==> config.mk <==
export PLATFORM = sky130hd
export DESIGN_NAME = hub_power_port_config
export DESIGN_NICKNAME = d
export VERILOG_FILES = /design/src/rtl/hub_power_cfg_pkg.sv /design/src/rtl/hub_power_port_config.sv /design/src/rtl/level_sync3.sv /design/src/rtl/milliamp_scale.sv
export SDC_FILE = /design/constraint.sdc
export NUM_CORES = 1
export LEC_CHECK = 0
export BUFFER_PORTS_ARGS = -buffer_cell sky130_fd_sc_hd__buf_2
export CORE_ASPECT_RATIO = 0.9
export CORE_UTILIZATION = 50
export CTS_BUF_LIST = sky130_fd_sc_hd__clkbuf_8
export DETAILED_ROUTE_END_ITERATION = 16
export PLACE_DENSITY = 0.84
export SLEW_MARGIN = 20
export SYNTH_ARGS = -nofsm -noshare
export SYNTH_HDL_FRONTEND = slang
export SYNTH_SLANG_ARGS = --single-unit
==> constraint.sdc <==
create_clock -name clk_sys_i -period 1.4 [get_ports clk_sys_i]
set_clock_uncertainty 0.15 [all_clocks]
set_input_delay 0.28 -clock clk_sys_i [delete_from_list [all_inputs] [get_ports clk_sys_i]]
set_output_delay 0.28 -clock clk_sys_i [all_outputs]
set_load 0.03 [all_outputs]
==> src/rtl/hub_power_cfg_pkg.sv <==
// constants for the power and port configuration bank
// shared by the bank top and its helper modules
package hub_power_cfg_pkg;
  localparam int ADDR_W = 8;
  localparam int DATA_W = 8;
  localparam int PORT_N = 7;
  localparam logic [7:0] OFF_PORT_DISABLE_BUS = 8'h0a;
  localparam logic [7:0] OFF_MAX_POWER_SELF = 8'h0b;
  localparam logic [7:0] OFF_MAX_POWER_BUS = 8'h0c;
  localparam logic [7:0] OFF_CTRL_CURRENT_SELF = 8'h0d;
  localparam logic [7:0] OFF_CTRL_CURRENT_BUS = 8'h0e;
  localparam logic [7:0] OFF_POWER_ON_DELAY = 8'h0f;
  localparam int RESERVED_BIT = 0;
  localparam logic [7:0] RST_PORT_DISABLE = 8'h00;
  localparam logic [7:0] RST_MAX_POWER = 8'h00;
  localparam logic [7:0] RST_CTRL_CURRENT = 8'h32;
  localparam logic [7:0] RST_POWER_ON_DELAY = 8'h00;
  localparam int MA_PER_UNIT = 2;
  localparam int MS_PER_UNIT = 2;
  localparam int SELF_LIMIT_CODE = 50;
  localparam int SYNC_STAGES = 3;
endpackage : hub_power_cfg_pkg

==> src/rtl/hub_power_port_config.sv <==
// power and port configuration byte bank of a seven-port hub
// written at start-up by a config loader on a byte port; one clock
//
// Behaviour
// - In bus-powered mode each set bit 7..1 of the port-off mask turns off port 7..1.
// - Bit 0 of the port-off mask is reserved; writers put zero there and it is held zero.
// - The self-powered power limit byte counts 2 mA units and is reported in self mode.
// - The bus-powered power limit byte counts 2 mA units and is reported in bus mode.
// - The self-mode controller current counts 2 mA units and resets to 50.
// - The bus-mode controller current counts 2 mA units and resets to 50.
// - Every power and current byte times two is its value in milliamps.
// - The power-on delay byte counts 2 ms units to power good and is reported as such.
// - With dynamic switching on, the supply sense pin picks the power mode, not the bit.
`timescale 1ns/1ps
module hub_power_port_config
  import hub_power_cfg_pkg::*;
(
  // clock and reset
  input wire logic clk_sys_i,
  input wire logic srst_i,
  // config byte port from the loader
  input wire logic cfg_wr_i,
  input wire logic cfg_rd_i,
  input wire logic [ADDR_W-1:0] cfg_addr_i,
  input wire logic [DATA_W-1:0] cfg_wdata_i,
  output logic [DATA_W-1:0] cfg_rdata_o,
  output logic cfg_rvalid_o,
  // power mode inputs
  input wire logic dynamic_switch_en_i,
  input wire logic self_power_cfg_i,
  input wire logic local_supply_sense_i,
  input wire logic [PORT_N:1] self_port_off_i,
  // applied values
  output logic self_powered_o,
  output logic [PORT_N:1] port_off_o,
  output logic [DATA_W-1:0] power_limit_code_o,
  output logic [DATA_W:0] power_limit_ma_o,
  output logic [DATA_W-1:0] controller_current_code_o,
  output logic [DATA_W:0] controller_current_ma_o,
  output logic [DATA_W-1:0] power_on_delay_code_o,
  output logic [DATA_W:0] power_on_delay_ms_o,
  output logic self_limit_exceeded_o
);
  typedef struct packed {
    logic [DATA_W-1:0] bus_powered_port_off_mask;
    logic [DATA_W-1:0] self_powered_power_limit;
    logic [DATA_W-1:0] bus_powered_power_limit;
    logic [DATA_W-1:0] controller_current_self;
    logic [DATA_W-1:0] controller_current_bus;
    logic [DATA_W-1:0] port_power_on_delay;
    logic [DATA_W-1:0] rdata;
    logic rvalid;
    logic self_powered;
    logic [PORT_N:1] port_off;
    logic [DATA_W-1:0] power_limit_code;
    logic [DATA_W:0] power_limit_ma;
    logic [DATA_W-1:0] ctrl_code;
    logic [DATA_W:0] ctrl_ma;
    logic [DATA_W-1:0] delay_code;
    logic [DATA_W:0] delay_ms;
    logic over;
  } bank_state_t;

  bank_state_t st_ff;
  bank_state_t nxt_st;
  logic supply_sense;
  logic mode_self;
  logic [DATA_W-1:0] limit_sel;
  logic [DATA_W-1:0] ctrl_sel;
  logic [DATA_W:0] limit_ma;
  logic [DATA_W:0] ctrl_ma;
  logic limit_over;
  logic ctrl_over;

  function automatic logic [DATA_W-1:0] read_mux(input bank_state_t s,
                                                 input logic [ADDR_W-1:0] a);
    logic [DATA_W-1:0] r;
    r = '0;
    case (a)
      OFF_PORT_DISABLE_BUS: r = s.bus_powered_port_off_mask;
      OFF_MAX_POWER_SELF: r = s.self_powered_power_limit;
      OFF_MAX_POWER_BUS: r = s.bus_powered_power_limit;
      OFF_CTRL_CURRENT_SELF: r = s.controller_current_self;
      OFF_CTRL_CURRENT_BUS: r = s.controller_current_bus;
      OFF_POWER_ON_DELAY: r = s.port_power_on_delay;
      default: r = '0;
    endcase
    return r;
  endfunction : read_mux

  level_sync3 u_sense_sync (
    .clk_sys_i(clk_sys_i),
    .srst_i(srst_i),
    .pin_i(local_supply_sense_i),
    .level_o(supply_sense)
  );

  // sense pin overrides the strap bit under dynamic switching
  assign mode_self = dynamic_switch_en_i ? supply_sense : self_power_cfg_i;
  assign limit_sel = mode_self ? st_ff.self_powered_power_limit
                               : st_ff.bus_powered_power_limit;
  assign ctrl_sel = mode_self ? st_ff.controller_current_self
                              : st_ff.controller_current_bus;

  milliamp_scale u_limit_scale (
    .code_i(limit_sel),
    .milliamp_o(limit_ma),
    .over_limit_o(limit_over)
  );

  milliamp_scale u_ctrl_scale (
    .code_i(ctrl_sel),
    .milliamp_o(ctrl_ma),
    .over_limit_o(ctrl_over)
  );

  always_comb begin
    nxt_st = st_ff;
    nxt_st.rvalid = 1'b0;
    if (cfg_wr_i) begin
      case (cfg_addr_i)
        OFF_PORT_DISABLE_BUS: begin
          nxt_st.bus_powered_port_off_mask = cfg_wdata_i;
          nxt_st.bus_powered_port_off_mask[RESERVED_BIT] = 1'b0;
        end
        OFF_MAX_POWER_SELF: nxt_st.self_powered_power_limit = cfg_wdata_i;
        OFF_MAX_POWER_BUS: nxt_st.bus_powered_power_limit = cfg_wdata_i;
        OFF_CTRL_CURRENT_SELF: nxt_st.controller_current_self = cfg_wdata_i;
        OFF_CTRL_CURRENT_BUS: nxt_st.controller_current_bus = cfg_wdata_i;
        OFF_POWER_ON_DELAY: nxt_st.port_power_on_delay = cfg_wdata_i;
        default: nxt_st.rvalid = 1'b0;
      endcase
    end
    if (cfg_rd_i) begin
      nxt_st.rdata = read_mux(st_ff, cfg_addr_i);
      nxt_st.rvalid = 1'b1;
    end
    nxt_st.self_powered = mode_self;
    // set bit turns the port off only in bus-powered mode
    nxt_st.port_off = mode_self ? self_port_off_i
                                : st_ff.bus_powered_port_off_mask[PORT_N:1];
    nxt_st.power_limit_code = limit_sel;
    nxt_st.power_limit_ma = limit_ma;
    nxt_st.ctrl_code = ctrl_sel;
    nxt_st.ctrl_ma = ctrl_ma;
    nxt_st.delay_code = st_ff.port_power_on_delay;
    nxt_st.delay_ms = {st_ff.port_power_on_delay, 1'b0};
    // advisory only: self-mode codes above 50 break the bus limit
    nxt_st.over = mode_self & (limit_over | ctrl_over);
  end

  always_ff @(posedge clk_sys_i) begin
    if (srst_i) begin
      st_ff <= '0;
      st_ff.bus_powered_port_off_mask <= RST_PORT_DISABLE;
      st_ff.self_powered_power_limit <= RST_MAX_POWER;
      st_ff.bus_powered_power_limit <= RST_MAX_POWER;
      st_ff.controller_current_self <= RST_CTRL_CURRENT;
      st_ff.controller_current_bus <= RST_CTRL_CURRENT;
      st_ff.port_power_on_delay <= RST_POWER_ON_DELAY;
    end else begin
      st_ff <= nxt_st;
    end
  end

  assign cfg_rdata_o = st_ff.rdata;
  assign cfg_rvalid_o = st_ff.rvalid;
  assign self_powered_o = st_ff.self_powered;
  assign port_off_o = st_ff.port_off;
  assign power_limit_code_o = st_ff.power_limit_code;
  assign power_limit_ma_o = st_ff.power_limit_ma;
  assign controller_current_code_o = st_ff.ctrl_code;
  assign controller_current_ma_o = st_ff.ctrl_ma;
  assign power_on_delay_code_o = st_ff.delay_code;
  assign power_on_delay_ms_o = st_ff.delay_ms;
  assign self_limit_exceeded_o = st_ff.over;
endmodule : hub_power_port_config

==> src/rtl/level_sync3.sv <==
// three-stage synchroniser for a pin level
// assumes one clock; output changes once stages two and three agree
`timescale 1ns/1ps
module level_sync3
  import hub_power_cfg_pkg::*;
(
  // clock and reset
  input wire logic clk_sys_i,
  input wire logic srst_i,
  // pin and clean level
  input wire logic pin_i,
  output logic level_o
);
  typedef struct packed {
    logic [SYNC_STAGES-1:0] stage;
    logic level;
  } sync_state_t;
  sync_state_t st_ff;
  sync_state_t nxt_st;

  always_comb begin
    nxt_st = st_ff;
    nxt_st.stage = {st_ff.stage[SYNC_STAGES-2:0], pin_i};
    if (st_ff.stage[1] == st_ff.stage[2]) begin
      nxt_st.level = st_ff.stage[2];
    end
  end

  always_ff @(posedge clk_sys_i) begin
    if (srst_i) begin
      st_ff <= '0;
    end else begin
      st_ff <= nxt_st;
    end
  end

  assign level_o = st_ff.level;
endmodule : level_sync3

==> src/rtl/milliamp_scale.sv <==
// turns a 2 mA unit code into milliamps and flags codes above the limit
// purely combinational, same clock as the caller
`timescale 1ns/1ps
module milliamp_scale
  import hub_power_cfg_pkg::*;
(
  // code in
  input wire logic [DATA_W-1:0] code_i,
  // scaled value out
  output logic [DATA_W:0] milliamp_o,
  output logic over_limit_o
);
  // stored value times two gives milliamps
  assign milliamp_o = {code_i, 1'b0};
  assign over_limit_o = (code_i > DATA_W'(SELF_LIMIT_CODE));
endmodule : milliamp_scale

Yosys cells after proc, flatten, opt, wreduce, memory -nomap -nowiden
Cells that the tools add are included.

cells by class
  $lt $le $gt $ge = 2
  equal/unequal tests = 7
  muxes and demuxes = 6
  bitwise operators = 2
  reductions and logical operators = 6

operator list
  cell                  number
  $eq A8 B4 Y1 const B  6
  $pmux W8 S6           1
  $gt A8 B6 Y1 const B  2
  $mux W8               2
  $reduce_and A2 Y1     6
  $mux W7               1
  $mux W1               2
  $and A1 B1 Y1         1
  $eq A1 B1 Y1          1
  $or A1 B1 Y1          1

word-level totals
  register bits after elaboration = 96
  input port bits = 30
  output and inout bits = 69

Logic depth before layout (Yosys ltp)
  depth in word-level cells = 5
  depth in mapped cells = 5
  mapped depth without buffers = 3

Hierarchy
Synthesis repeated with hierarchy kept, for this count alone.

second synthesis, totals
  cells, all modules = 484
  area, all modules = 5171.2 um^2

by module, submodules not included
  module                 instances  cells an instance  area an instance (um^2)
  hub_power_port_config  1          450                4878.4
  milliamp_scale         2          12                 90.1
  level_sync3            1          10                 112.6

Worst setup path after synthesis
No wires, ideal clock.

  path type = input to register
  start = input cfg_addr_i[6]
  end = register st_ff[79] in the netlist's numbering
  library setup time = 124 ps
  arrival time = 1230 ps
  data required time = 1126 ps
  path slack = -104 ps
  cell stages on the path = 4
  path buffers = 1
  cell sequence = nand4bb_1 > or4_1 > buf_6 > mux2i_1

between the ends
  longest elaborated chain between the ends = 2

RTL lines
  what                         RTL line                      RTL
  start: declaration           hub_power_port_config.sv:24   input wire logic [ADDR_W-1:0] cfg_addr_i,
  $eq A8 B4 Y1                 hub_power_port_config.sv:121  case (cfg_addr_i)
  $reduce_and A2 Y1 (no line)  --
  end signal: assignment       hub_power_port_config.sv:162  st_ff <= nxt_st;
  end: declaration             hub_power_port_config.sv:64   bank_state_t st_ff;

Every way passes these cells.
A chain may end at the register's enable or synchronous reset.

==> out/metrics.cfg <==
[timing]
finalCriticalPeriod_ns=1.36
finalCritPeriodShare_pct=97.2
setup-violations-final=0
clock.fmax_ghz=0.735
finalHoldViolCount=0
rsz0062_at_grt=false
slew_viol_final=0

[synthesis]
yosysTopAreaCellShare_pct=43.7
synth_cell_types=36
yosysSeqAreaShare_pct=43.7
ys_top_cells_by_area=dfxtp_1, mux2i_1, buf_4
netlist_instances=436
syn_area_mm2=0.00426
synthFlopType=dfxtp_1
synth-seq-cells=93
synth_top_cell_by_area=dfxtp_1
async_flop_share_pct=0
syn-mean-instance-area_um2=9.77
ys_warn_count=0
synth_edf_count=0

[setup_path]
critPathSlowestCell=dfxtp_1
cp-start-kind=flip-flop
cp-end-kind=output port
worstPathRequired_ns=0.97
r2r_cells=3
worstPathArrival_ns=0.93
path_max_fanout=2
path_cells=buf_2
critPathTopFamily=flip-flops
criticalPathCategory=flip-flop to output port
cp.depth=1
slowest_delay_ns=0.36
path_buf_inv=1

[finish]
syn_to_final_growth_pct=13.5
layout-drive-gt1-share_pct=32.2
fin_cells=596
n_antenna_cell=0
final_common_cell=buf_2
utilization_pct=59.4
layout_common_cells=buf_2, dfxtp_1, nand2_1, mux2i_1, nand2b_1
nets=522
n_fill_cell=707

[route]
wire_per_inst_um=15.7
vias_per_cell=5.20
drc=0
drt-initial-drc-count=170
vias=3097
drt_pass1_iterations=5
wl_um=9370
ant_nets=0

[place]
portBuffers=95
place_inst=577
dp_hpwl_um=7040
place.gp.congestion=0.896

[clock_network]
clock_latency_ns=0.36
clockBufferDepth=2
numCtsBuffers=9
cts_tree=built
cts_sinks=93
clkTransAtPathRegs_ns=0.09
h-tree-depth=3
root_buffer=clkbuf_8

[job]
maxCapViolations=0

[power_and_ir_drop]
comb_power_share_pct=9.1
seq_power_share_pct=55.7
leakage_nw=2.34
power_density_mw_per_mm2=990
vdd_drop_max_mv=0.518
clockPowerShare_pct=35.2
switching_power_mw=1.16
swShare_pct=24.2
p_int_mw=3.63

[floorplan]
die_area_mm2=0.00890
start_util_pct=52.3
die-height_um=89.6
ios=99
coreArea_mm2=0.00815
fp-row-count=31
die_x_um=99.3

[hold_path]
hold_class=input port to flip-flop
hold_depth=3

[global_routing]
grt_pass1_wl_um=14800
grt_overflow_total=0
grt_start_max_net_pins=27
grt_usage_pct=22.0
antenna_found_initial=0
grt_pass1_vias=2988

[status]
status=finished, final reports clean

## Yosys cell counts, types with 2 or more instances
cell / n
nor4_1: 2
a21oi_1: 24
mux4_2: 8
buf_1: 2
nor2b_1: 4
buf_4: 68
mux2i_1: 55
nor4b_1: 2
nand2b_1: 49
dfxtp_1: 93
nand2_1: 56
o211ai_1: 8
nand4_1: 8
nor2_1: 11
buf_2: 4
nand3_1: 2
clkbuf_1: 13
inv_1: 8
a211o_1: 2
## metal layers
metal  part of all wire, %  vias to the layer above  routed length, um  global-route usage [%]
met5                     0                        -                  0                       0
met4                   1.9                        0                174                    8.02
met3                   5.3                       12                500                    5.50
met2                    49                      113               4580                    39.0
met1                    44                     1460               4110                    26.3
li1                      -                     1512                  -                       -
## timing repair
action,4_1_cts,5_1_grt
buffers inserted,0,0
hold buffers,3,0
endpoints found under the hold margin,3,0
resized for setup,0,1
setup endpoints to repair,0,1
## registers in the layout, summed over array words and instances, names as in the netlist, 2 cells and up
| register | flops |
|---|---|
| controller_current_ma_o | 8 |
| nxt_st | 8 |
| power_limit_ma_o | 8 |
| st_ff | 39 |
| port_off_o | 7 |
| u_sense_sync.nxt_st | 2 |
| cfg_rdata_o | 8 |
| power_on_delay_ms_o | 8 |
## per-stage QoR
step,instance area (um2),power (mW),setup TNS (ns),hold WS (ns),worst slack (ns)
after global routing,4840,4.95,0,0.00605,0.00442
after floorplan,4320,3.00,-1.55,0.258,-0.104
after CTS,4830,4.82,0,0.0000289,0.0372
after global placement,4610,3.15,-10.22,0.269,-0.275
final,4840,4.79,0,0.0112,0.0394
after detailed placement,4610,3.16,-11.85,0.276,-0.311
## power groups by stage
stage	clock [mW]	sequential [mW]	combinational [mW]
6_report	1.69	2.67	0.435
5_1_grt	1.81	2.67	0.465
4_1_cts	1.72	2.67	0.433
3_5_place_dp	0	2.73	0.426
3_3_place_gp	0	2.73	0.416
2_1_floorplan	0	2.74	0.267
## worst paths after layout
| check | startpoint | end | slack [ns] |
|---|---|---|---|
| worst max-delay path | power_on_delay_ms_o[7]$_SDFF_PP0_ | power_on_delay_code_o[6] | 0.04 |
| worst min-delay path | self_port_off_i[4] | port_off_o[4]$_SDFF_PP0_ | 0.01 |
| worst max register to register | st_ff[95]$_SDFFE_PP0P_ | cfg_rdata_o[2]$_SDFFE_PP0P_ | 0.07 |
| worst min register to register | u_sense_sync.nxt_st[2]$_SDFF_PP0_ | u_sense_sync.nxt_st[3]$_SDFF_PP0_ | 0.28 |
## cells by family (layout without fill, tap and decap cells)
logic type,after synthesis,after routing,share of synthesized area [%]
AND/OR/NAND/NOR,146,146,19.1
buffers and inverters,96,155,14.7
flip-flops,93,93,43.7
multiplexers,64,64,17.4
AO/OA/AOI/OAI,36,36,4.96
other,1,3,0.0880
## area by class of cell
type / count / area, um2 / area share, %
tap: 99 / 124 / 2.56
clock inverter: 4 / 23.8 / 0.491
inverter: 8 / 30.0 / 0.621
timing repair buffer: 131 / 803 / 16.6
multi-input combinational: 249 / 1830 / 37.8
clock buffer: 12 / 165 / 3.41
sequential: 93 / 1860 / 38.5
(Power assumes the default switching activity.)
